## src/regctl_pkg.sv

```systemverilog
// Package for the regulator control register block.
// Assumes an 8-bit special function register bus with a byte address.
package regctl_pkg;

  // ---------------------------------------------------------------
  // Register map and field positions
  // ---------------------------------------------------------------
  localparam logic [7:0] REGULATOR_CONTROL_ADDR = 8'hC9;
  localparam logic [7:0] REGULATOR_CONTROL_RST  = 8'h00;
  localparam int         BIT_BUS_REG_DISABLE    = 7;
  localparam int         BIT_BUS_SUPPLY_PRESENT = 6;
  localparam int         BIT_RSVD_HI            = 5;
  localparam int         BIT_BUS_REG_LOW_POWER  = 4;
  localparam int         BIT_STOP_CORE_OFF      = 3;
  localparam int         BIT_RSVD_LO            = 2;
  localparam int         BIT_CORE_REG_LOW_POWER = 1;
  localparam int         BIT_MEM_GATE_ENABLE    = 0;
  // Writable bits; the supply status bit and the reserved bits are masked.
  localparam logic [7:0] WRITE_MASK             = 8'h9B;

  // ---------------------------------------------------------------
  // Timing
  // ---------------------------------------------------------------
  // Clocks skipped after a slow-to-fast clock change with gating on.
  localparam logic [4:0] SETTLE_LOAD            = 5'h14;

  // ---------------------------------------------------------------
  // Carriers
  // ---------------------------------------------------------------
  typedef struct packed {
    logic       wr;
    logic       rd;
    logic [7:0] addr;
    logic [7:0] wdata;
  } sfr_req_s;

  typedef struct packed {
    logic bus_regulator_enable;
    logic bus_regulator_low_power;
    logic core_regulator_on_in_stop;
    logic core_regulator_low_power;
    logic memory_power_gate;
  } power_ctl_s;

  // Reset value of the regulator controls: both regulators on, normal mode, gating off.
  localparam power_ctl_s POWER_CTL_RST = 5'h14;

  typedef enum logic [2:0] {
    MEM_ON     = 3'b001,
    MEM_GATED  = 3'b010,
    MEM_SETTLE = 3'b100
  } mem_state_e;

endpackage : regctl_pkg

```

## src/regulator_control.sv

```systemverilog
// Regulator control and status register with memory power gating control.
// Assumes a single-cycle SFR bus on mclk_i; the analog regulators sit outside.
//
// How it works
// - Bit 7 at 1 disables the bus-side regulator; at 0 it stays enabled.
// - Read-only bit 6 reports the present synchronised bus supply level.
// - Bit 4 at 1 puts the bus-side regulator into low-power suspend mode.
// - Bit 3 at 0 keeps the core regulator on during stop mode.
// - Bit 3 at 1 shuts the core regulator in stop; only pin reset works.
// - Bit 1 at 1 runs the core regulator in low-power mode.
// - Bit 0 at 1 gates program memory power whenever no fetch is active.
// - Prefetch enabled overrides bit 0; program memory stays powered.
// - After a slow-to-fast clock change with gating on, 20 clocks stall memory reads.
// - Each edge of the bus supply pulses the supply interrupt when enabled.
`timescale 1ns/1ps
module regulator_control
  import regctl_pkg::*;
(
  input  wire logic       mclk_i,
  input  wire logic       sys_rst_i,
  input  wire logic       ce_i,
  input  wire sfr_req_s   sfr_req_i,
  input  wire logic       bus_supply_pin_i,
  input  wire logic       supply_irq_enable_i,
  input  wire logic       stop_mode_i,
  input  wire logic       prefetch_enable_i,
  input  wire logic       fetch_active_i,
  input  wire logic       clock_speed_up_i,
  output logic [7:0]      sfr_rdata_o,
  output logic            sfr_sel_o,
  output power_ctl_s      power_ctl_o,
  output logic            ext_reset_only_o,
  output logic            mem_power_on_o,
  output logic            mem_read_stall_o,
  output logic            supply_irq_o
);

  // ---------------------------------------------------------------
  // Bus supply pin synchronisation
  // ---------------------------------------------------------------
  logic supply_level;
  logic supply_edge;

  bus_supply_sync u_sync (
    .mclk_i    (mclk_i),
    .sys_rst_i (sys_rst_i),
    .ce_i      (ce_i),
    .pin_i     (bus_supply_pin_i),
    .level_o   (supply_level),
    .edge_o    (supply_edge)
  );

  // ---------------------------------------------------------------
  // Register storage
  // ---------------------------------------------------------------
  logic [7:0] ctl_q;
  logic       hit;

  function automatic logic addr_hit(input logic [7:0] a);
    return a == REGULATOR_CONTROL_ADDR;
  endfunction

  assign hit = addr_hit(sfr_req_i.addr);

  // Reserved and status positions never store, so a careless write cannot set them.
  always_ff @(posedge mclk_i or posedge sys_rst_i) begin
    if (sys_rst_i) begin
      ctl_q <= REGULATOR_CONTROL_RST;
    end else if (ce_i && sfr_req_i.wr && hit) begin
      ctl_q <= sfr_req_i.wdata & WRITE_MASK;
    end
  end

  // Read data is registered; the status bit shows the live supply level.
  always_ff @(posedge mclk_i or posedge sys_rst_i) begin
    if (sys_rst_i) begin
      sfr_rdata_o <= 8'h00;
      sfr_sel_o   <= 1'b0;
    end else if (ce_i) begin
      sfr_sel_o <= sfr_req_i.rd && hit;
      if (sfr_req_i.rd && hit) begin
        sfr_rdata_o <= ctl_q | ({7'h00, supply_level} << BIT_BUS_SUPPLY_PRESENT);
      end else begin
        sfr_rdata_o <= 8'h00;
      end
    end
  end

  // ---------------------------------------------------------------
  // Regulator controls
  // ---------------------------------------------------------------
  // Outputs are registered to keep glitches off the analog controls.
  always_ff @(posedge mclk_i or posedge sys_rst_i) begin
    if (sys_rst_i) begin
      power_ctl_o      <= POWER_CTL_RST;
      ext_reset_only_o <= 1'b0;
    end else if (ce_i) begin
      power_ctl_o.bus_regulator_enable    <= ~ctl_q[BIT_BUS_REG_DISABLE];
      power_ctl_o.bus_regulator_low_power <= ctl_q[BIT_BUS_REG_LOW_POWER];
      // Core regulator stays on in stop unless the stop bit asks to shut it.
      power_ctl_o.core_regulator_on_in_stop <= ~ctl_q[BIT_STOP_CORE_OFF];
      // Low-power core mode is passed as written; software keeps the pairing.
      power_ctl_o.core_regulator_low_power <= ctl_q[BIT_CORE_REG_LOW_POWER];
      power_ctl_o.memory_power_gate <= ctl_q[BIT_MEM_GATE_ENABLE] & ~prefetch_enable_i;
      // With the core off in stop, only the reset pin or power cycle restarts.
      ext_reset_only_o <= stop_mode_i & ctl_q[BIT_STOP_CORE_OFF];
    end
  end

  // ---------------------------------------------------------------
  // Supply change interrupt
  // ---------------------------------------------------------------
  // Edge pulse only; there is no pending flag to clear.
  always_ff @(posedge mclk_i or posedge sys_rst_i) begin
    if (sys_rst_i) begin
      supply_irq_o <= 1'b0;
    end else if (ce_i) begin
      supply_irq_o <= supply_edge & supply_irq_enable_i;
    end
  end

  // ---------------------------------------------------------------
  // Program memory power gating
  // ---------------------------------------------------------------
  mem_state_e mem_state_q;
  logic [4:0] settle_q;
  logic       gate_on;

  assign gate_on = ctl_q[BIT_MEM_GATE_ENABLE] & ~prefetch_enable_i;

  // A fast clock may outrun the memory's power-up, so reads wait a fixed settle time.
  // The power and stall outputs are set alongside each state change, so they come
  // straight from flops and track the state with no extra cycle of delay.
  always_ff @(posedge mclk_i or posedge sys_rst_i) begin
    if (sys_rst_i) begin
      mem_state_q      <= MEM_ON;
      settle_q         <= 5'h00;
      mem_power_on_o   <= 1'b1;
      mem_read_stall_o <= 1'b0;
    end else if (ce_i) begin
      case (mem_state_q)
        MEM_ON: begin
          if (gate_on && clock_speed_up_i) begin
            mem_state_q      <= MEM_SETTLE;
            settle_q         <= SETTLE_LOAD;
            mem_read_stall_o <= 1'b1;
          end else if (gate_on && !fetch_active_i) begin
            mem_state_q    <= MEM_GATED;
            mem_power_on_o <= 1'b0;
          end
        end
        MEM_GATED: begin
          if (gate_on && clock_speed_up_i) begin
            mem_state_q      <= MEM_SETTLE;
            settle_q         <= SETTLE_LOAD;
            mem_power_on_o   <= 1'b1;
            mem_read_stall_o <= 1'b1;
          end else if (!gate_on || fetch_active_i) begin
            mem_state_q    <= MEM_ON;
            mem_power_on_o <= 1'b1;
          end
        end
        MEM_SETTLE: begin
          if (settle_q == 5'h01) begin
            mem_state_q      <= MEM_ON;
            settle_q         <= 5'h00;
            mem_read_stall_o <= 1'b0;
          end else begin
            settle_q <= settle_q - 5'h01;
          end
        end
        default: begin
          mem_state_q      <= MEM_ON;
          settle_q         <= 5'h00;
          mem_power_on_o   <= 1'b1;
          mem_read_stall_o <= 1'b0;
        end
      endcase
    end
  end
endmodule // regulator_control

```

## src/bus_supply_sync.sv

```systemverilog
// Two-stage synchroniser and edge detector for the bus supply pin.
// Assumes the pin is asynchronous to mclk_i.
`timescale 1ns/1ps
module bus_supply_sync (
  input  wire logic mclk_i,
  input  wire logic sys_rst_i,
  input  wire logic ce_i,
  input  wire logic pin_i,
  output logic      level_o,
  output logic      edge_o
);

  logic meta_q;
  logic sync_q;
  logic last_q;

  // The first stage feeds only the second stage to keep metastability contained.
  always_ff @(posedge mclk_i or posedge sys_rst_i) begin
    if (sys_rst_i) begin
      meta_q <= 1'b0;
      sync_q <= 1'b0;
      last_q <= 1'b0;
    end else if (ce_i) begin
      meta_q <= pin_i;
      sync_q <= meta_q;
      last_q <= sync_q;
    end
  end

  assign level_o = sync_q;
  assign edge_o  = sync_q ^ last_q;

endmodule // bus_supply_sync

```

## config.mk

```make
export PLATFORM = sky130hd
export DESIGN_NAME = regulator_control
export DESIGN_NICKNAME = d
export VERILOG_FILES = /design/src/regctl_pkg.sv /design/src/regulator_control.sv /design/src/bus_supply_sync.sv
export SDC_FILE = /design/constraint.sdc
export NUM_CORES = 1
export LEC_CHECK = 0
export ABC_AREA = 1
export BUFFER_PORTS_ARGS = -buffer_cell sky130_fd_sc_hd__buf_2
export CELL_PAD_IN_SITES_DETAIL_PLACEMENT = 0
export CELL_PAD_IN_SITES_GLOBAL_PLACEMENT = 1
export CORE_MARGIN = 2
export CORE_UTILIZATION = 38
export DETAILED_ROUTE_END_ITERATION = 16
export PLACE_DENSITY = 0.81
export SLEW_MARGIN = 20
export SYNTH_ARGS = -nofsm -noshare
export SYNTH_HDL_FRONTEND = slang
export SYNTH_SLANG_ARGS = --single-unit
```

## constraint.sdc

```tcl
create_clock -name mclk_i -period 3.3 [get_ports mclk_i]
set_input_delay 0.165 -clock mclk_i [delete_from_list [all_inputs] [get_ports mclk_i]]
set_output_delay 0.165 -clock mclk_i [all_outputs]
set_load 0.005 [all_outputs]
```

==> impl_metrics.json, run 1 <==
{
  "crit_path_max_incr_delay_ns": 0.36,
  "vias": 1323,
  "rsz0062_at_grt": "false",
  "slew_headroom_pct": 36.8,
  "maxCapViolCount": 0,
  "setup_viol": 0,
  "critPathKind": "flop to flop",
  "peakVddDrop_mv": 0.272,
  "die_w_um": 68.7,
  "outcome": "complete, no violations",
  "grt_pass1_wl_mm": 5.29,
  "dpl.hpwl_mm": 2.33,
  "tritoncts": "built",
  "synthTopCellsByArea": "dfrtp_1 (44%), nand2_1 (17%), dfstp_2 (6.6%), nand3_1 (4.7%), inv_1 (4.2%)",
  "fp.dieH_um": 68.7,
  "grt_pass1_vias": 1203,
  "cts.clk_slew.worst_paths_ns": 0.07,
  "grt_max_degree": 26,
  "yosysMostFrequentCell": "nand2_1",
  "avgRoutedWirePerCell_um": 10.9,
  "ys.flop_type": "dfrtp_1",
  "ioPinCount": 45,
  "skew_ns": 0.00840,
  "min_path_type": "input port to flop",
  "io_buffer_count": 39,
  "fin_crit_ns": 1.41,
  "synth-edff-count": 0,
  "diodes": 0,
  "cts_hold_buf": 0,
  "clock-sinks": 32,
  "synth_cell_types": 28,
  "path_cells": "inv_1 > ha_1 > nand2_1 > nor2_1 > nor2_2 > nor2_1 > nand2_2 > nand2_1 > nand2_1",
  "place_congestion": 0.794,
  "yosys_warnings": 0,
  "drt_iter0_markers": 56,
  "crit_arrival_ns": 1.59,
  "drive_gt1_share_pct": 27.1,
  "die_area_um2": 4730,
  "post_cts_buffers": 0,
  "initial_core_util_pct": 39.5,
  "ys_async_sr_fraction_pct": 100,
  "cp_max_fo": 5,
  "synthTopCellsByCount": "nand2_1 (73), dfrtp_1 (28), inv_1 (18), nand3_1 (15), nor2_1 (12)",
  "nets": 268,
  "drt-pass1-iter-count": 4,
  "endpoint_kind": "flop",
  "fin_crit_sh_pct": 42.8,
  "cts_buffers": 5,
  "avgSynthCellArea_um2": 8.09,
  "num_rows": 23,
  "crit_slowest_cell": "dfrtp_1",
  "core_um2": 4030,
  "route.detailed.drc": 0,
  "htree_levels": 2,
  "power_mw": 1.23,
  "overflow": 0,
  "tightest_slew_ns": 0.947,
  "synthToLayoutAreaGrowth_pct": 20.2,
  "nFillCells": 412,
  "cts_buffer_depth": 2,
  "fmaxAchievable_ghz": 0.709,
  "leakagePower_nw": 1.08,
  "synth_area_um2": 1590,
  "ant_nets": 0,
  "antenna_found_initial": 0,
  "insertion_delay_ns": 0.28,
  "cp-start-kind": "flop",
  "seq_area_frac_synth_pct": 50.6,
  "critPathRequiredTime_ns": 3.48,
  "power_density_nw_per_um2": 645,
  "drv_slew": 0,
  "viasPerCell": 4.56,
  "routed_wl_mm": 3.15,
  "cpMostUsedCell": "nand2_1",
  "fin_tns_setup_ns": 0,
  "hold_violations": 0,
  "ys_ff_latch": 32,
  "cts-resized-gates": 0,
  "cts_root_buf": "clkbuf_8",
  "synth_top_area_share_pct": 44.0,
  "grt_usage_pct": 15.3,
  "syn_inst": 197,
  "synth.largest_area_cell": "dfrtp_1"
}
[power by group]
| part | internal (mW) | switching (mW) |
|---|---|---|
| combinational | 0.155 | 0.262 |
| clock | 0.166 | 0.142 |
| sequential | 0.466 | 0.0422 |
| total | 0.787 | 0.447 |
[cell families (layout without fill, tap and decap cells)]
family / count (synthesis) / in the layout / synth area share (%)
flops: 32 / 32 / 50.6
simple gates: 118 / 118 / 33.4
fa+ha+maj: 2 / 2 / 1.57
compound gates: 15 / 15 / 5.34
buf+inv: 27 / 69 / 7.78
other cells: 1 / 2 / 0.235
xor+xnor: 2 / 2 / 1.10
[flip-flops by register name, summed over array words and instances, names as in the netlist, 3 cells and up]
name and count:
ctl_q 5, mem_state_q 3, power_ctl_o 5, settle_q 5, sfr_rdata_o 6
[final timing paths]
kind / start / endpoint / slack, ns / depth (start not counted)
min reg2reg: ctl_q[7] / power_ctl_o[4] / 0.45 / 1
max in group asynchronous: sys_rst_i / power_ctl_o[4] / 2.45 / 3
max reg2reg: settle_q[1] / mem_state_q[2] / 1.89 / 9
min in group asynchronous: sys_rst_i / sfr_rdata_o[6] / 0.09 / 2
max: settle_q[1] / mem_state_q[2] / 1.89 / 9
min: bus_supply_pin_i / u_sync.meta_q / 0.08 / 3
[stage by stage]
stage,worst slack (ns),utilization [%],hold WS (ns),std cells,area (µm²)
finish,1.89,47.5,0.0827,290,1910
global route,1.77,47.5,0.106,290,1910
CTS,1.89,47.5,0.0773,290,1910
detailed placement,1.71,45.2,0.376,282,1820
global placement,1.72,45.2,0.369,282,1820
floorplan,2.04,-,0.278,198,1600
[critical path: cells and delay by family, from the launching register on]
kind | cells | cell delay, ns
and+or+nand+nor | 7 | 0.67
adders and majority gates | 1 | 0.17
buffers and inverters | 1 | 0.12
DFF | 1 | 0.36
[routing by layer]
metal  wire length [µm]  vias to the layer above  track usage, %  part of all wire, %
met1               1550                      590            20.4                   49
met2               1450                       30            23.3                   46
li1                   -                      701               -                    -
met3                134                        2            4.55                  4.2
met4                 18                        0            5.88                 0.57
met5                  0                        -               0                    0
[cell type report]
type | count | area [µm²] | share of cell area (%)
inverter | 21 | 83.8 | 4.38
clock buffer | 6 | 82.6 | 4.31
clock inverter | 2 | 10.0 | 0.523
sequential | 32 | 806 | 42.1
tap | 50 | 62.6 | 3.27
timing repair buffer | 40 | 203 | 10.6
multi-input combinational | 139 | 667 | 34.8
[cell usage in the layout, fill, tap and decap left out, drive strengths merged, types with 4 or more instances in the layout]
master   n
nor2    13
buf     40
clkbuf   6
nand4    6
dfstp    4
dfrtp   28
nand3   20
clkinv   4
inv     19
o21ai   12
nand2   77
(Power assumes the default switching activity.)
==> run 2: changes to the inputs <==
- ABC_AREA: 1 -> 0
- PLACE_DENSITY: 0.81 -> 0.79
- clock period: 3.3 -> 1.43 ns (I/O delays scaled with it)
==> run 2 against run 1 <==
  * The run now ends with negative setup slack left
  * Die area shrank 6.0%
  * Non-clock buffer count grew 16
  * Sequential power grew 99%
  * Global-route usage grew 1.7 points
  * Largest cell class unchanged
  * Highest routed layer unchanged
==> impl_metrics.json, run 2 <==
{
  "switching_share_pct": 23.4,
  "viasPerCell": 5.12,
  "crit_arrival_ns": 1.70,
  "insertion_delay_ns": 0.28,
  "yosysMostFrequentCell": "dfrtp_1",
  "largest_reg_flops": 6,
  "switching_power_uw": 528,
  "dpl.hpwl_mm": 2.38,
  "cp_max_fo": 6,
  "timing.hold.ws_ns": 0.0194,
  "p_int_mw": 1.73,
  "setup_viol": 7,
  "die_area_um2": 4440,
  "grt_pass1_wl_mm": 5.50,
  "drive_gt1_share_pct": 47.4,
  "avgRoutedWirePerCell_um": 13.6,
  "pwr-share-comb_pct": 13.6,
  "synth_cell_types": 38,
  "outcome": "complete, but fails checks",
  "clkPwrFrac_pct": 41.7,
  "ant_nets": 0,
  "die_w_um": 66.7,
  "peakVddDrop_mv": 0.550,
  "ys_async_sr_fraction_pct": 100,
  "power_density_nw_per_um2": 1110,
  "nets": 224,
  "layout_commonest_cell": "buf_2",
  "synth_area_um2": 1490,
  "met1_usage_pct": 20.2,
  "critPathKind": "flop to flop",
  "rr_worst_depth": 6,
  "synth_top_area_share_pct": 47.0,
  "fp.dieH_um": 66.7,
  "fin_crit_ns": 1.54,
  "tritoncts": "built",
  "routed_wl_mm": 3.33,
  "antenna_found_initial": 0,
  "syn_inst": 140,
  "gr-usage-met2_pct": 28.2,
  "cts_root_buf": "clkbuf_8",
  "grt_usage_pct": 17.0,
  "core_um2": 3720,
  "whs_path_depth": 2,
  "synthTopCellsByCount": "dfrtp_1 (28), nand2_1 (14), inv_1 (10), mux2_2 (10), o21ai_0 (8)",
  "rr_endpoint": "settle_q[3]",
  "final_area_um2": 2040,
  "initial_core_util_pct": 40.1,
  "endpoint_kind": "flop",
  "hold_violations": 0,
  "min-delay-start": "sfr_req_i[3]",
  "holdPathEnd": "ctl_q[3]",
  "diodes": 0,
  "cts.clk_slew.worst_paths_ns": 0.07,
  "seq_power_share_pct": 44.7,
  "grt_max_degree": 33,
  "ioPinCount": 45,
  "avgSynthCellArea_um2": 10.7,
  "met3_usage_pct": 5.91,
  "synth-edff-count": 0,
  "r2r_slack_ns": -0.11,
  "top_usage_layer": "met2",
  "htree_levels": 2,
  "placed_area_um2": 1840,
  "synthTopCellsByArea": "dfrtp_1 (47%), mux2_2 (7.6%), dfstp_2 (7.0%), nand2_1 (3.5%), a22o_1 (3.5%)",
  "io_buffer_count": 39,
  "leakagePower_nw": 1.00,
  "cp-start-kind": "flop",
  "yosys_warnings": 0,
  "synth.largest_area_cell": "dfrtp_1",
  "cts_buffer_depth": 2,
  "ys_ff_latch": 32,
  "top_register": "sfr_rdata_o",
  "most-common-layout-cells": "buf_2 (39), dfrtp_1 (28), buf_4 (15)",
  "ys.flop_type": "dfrtp_1",
  "rsz0062_at_grt": "true",
  "min_path_type": "input port to flop",
  "vias": 1249,
  "drt_iter0_markers": 61,
  "placedCellCount": 235,
  "critPathRequiredTime_ns": 1.59,
  "route.detailed.drc": 0,
  "drv_slew": 0,
  "skew_ns": 0.00331,
  "seq_area_frac_synth_pct": 54.0,
  "grt_pass1_vias": 1181,
  "cts_buffers": 5,
  "synthToLayoutAreaGrowth_pct": 36.9,
  "num_rows": 22,
  "fin_crit_sh_pct": 108,
  "crit_start": "settle_q[1]",
  "clock-sinks": 32,
  "fmaxAchievable_ghz": 0.650,
  "drt-pass1-iter-count": 4,
  "r2r-start": "settle_q[1]",
  "violations": "negative setup slack",
  "maxCapViolCount": 0,
  "overflow": 0,
  "finalWorstSetupSlack_ns": -0.109,
  "place_congestion": 0.860,
  "instances_no_fill": 244
}
[run 2: cell count changes after synthesis, sizes merged, moves of 6 or more]
cell,delta
nand3,-14
nor2,-10
nand4,-6
nand2,-62
mux2,+10
inv,-9
[run 2: through the flow]
| step | util [%] | power (mW) | setup slack [ns] | TNS [ns] |
|---|---|---|---|---|
| floorplan | - | 1.17 | -0.199 | -0.885 |
| global placement | 49.6 | 1.29 | -0.0882 | -0.538 |
| detailed placement | 49.6 | 1.31 | -0.133 | -1.15 |
| CTS | 53.8 | 2.27 | -0.109 | -0.613 |
| global route | 54.9 | 2.37 | -0.171 | -1.02 |
| finish | 54.9 | 2.26 | -0.109 | -0.622 |
[run 2: critical path, stage by stage (launching register included)]
cell	delay, ns
dfrtp_1	0.39
inv_2	0.08
ha_4	0.11
or4b_4	0.46
and3_4	0.21
nand3_1	0.09
nand3_1	0.07
[run 2: cell type report]
class	instances	area (µm²)
fillers	344	1670
flip-flops and latches	32	806
multi-input cells	90	683
repair buffers	56	329
clock buffers	7	96.3
well taps	48	60.1
inverters	10	37.5
clock inverters	1	30.0
[run 2: repair_timing]
action	CTS	global route
hold endpoints to repair	28	0
hold buffers	1	0
setup buffers	0	0
setup endpoints to repair	7	8
pin swaps	7	3
gates resized for setup	6	8
[run 2: power groups by stage]
| stage | Clock, mW | Sequential, mW | Combinational (mW) |
|---|---|---|---|
| after global placement | 0 | 1.02 | 0.268 |
| after global routing | 1.01 | 1.02 | 0.343 |
| final | 0.943 | 1.01 | 0.308 |
| after CTS | 0.972 | 1.01 | 0.292 |
| after detailed placement | 0 | 1.03 | 0.281 |
| after floorplan | 0 | 1.03 | 0.144 |
[run 2: logic make-up after synthesis]
logic type,count (synthesis),synth area share [%]
compound gates,35,15.6
xor+xnor,2,1.17
fa+ha+maj,2,1.68
buf+inv,19,5.54
flops,32,54.0
mux,10,7.55
other cells,1,0.251
simple gates,39,14.2
[run 2: how the worst max path moves through the flow]
stage	cells past startpoint	end
after floorplan	7	settle_q[3]
after global placement	6	settle_q[3]
after detailed placement	6	settle_q[3]
after CTS	6	mem_read_stall_o
after global routing	7	mem_state_q[0]
final	6	settle_q[3]
[run 2: layer usage]
metal | vias to the layer above | share of wire (%)
met3 | 6 | 5.1
met2 | 31 | 52
li1 | 598 | -
met1 | 614 | 42
met4 | 0 | 1.5
met5 | - | 0
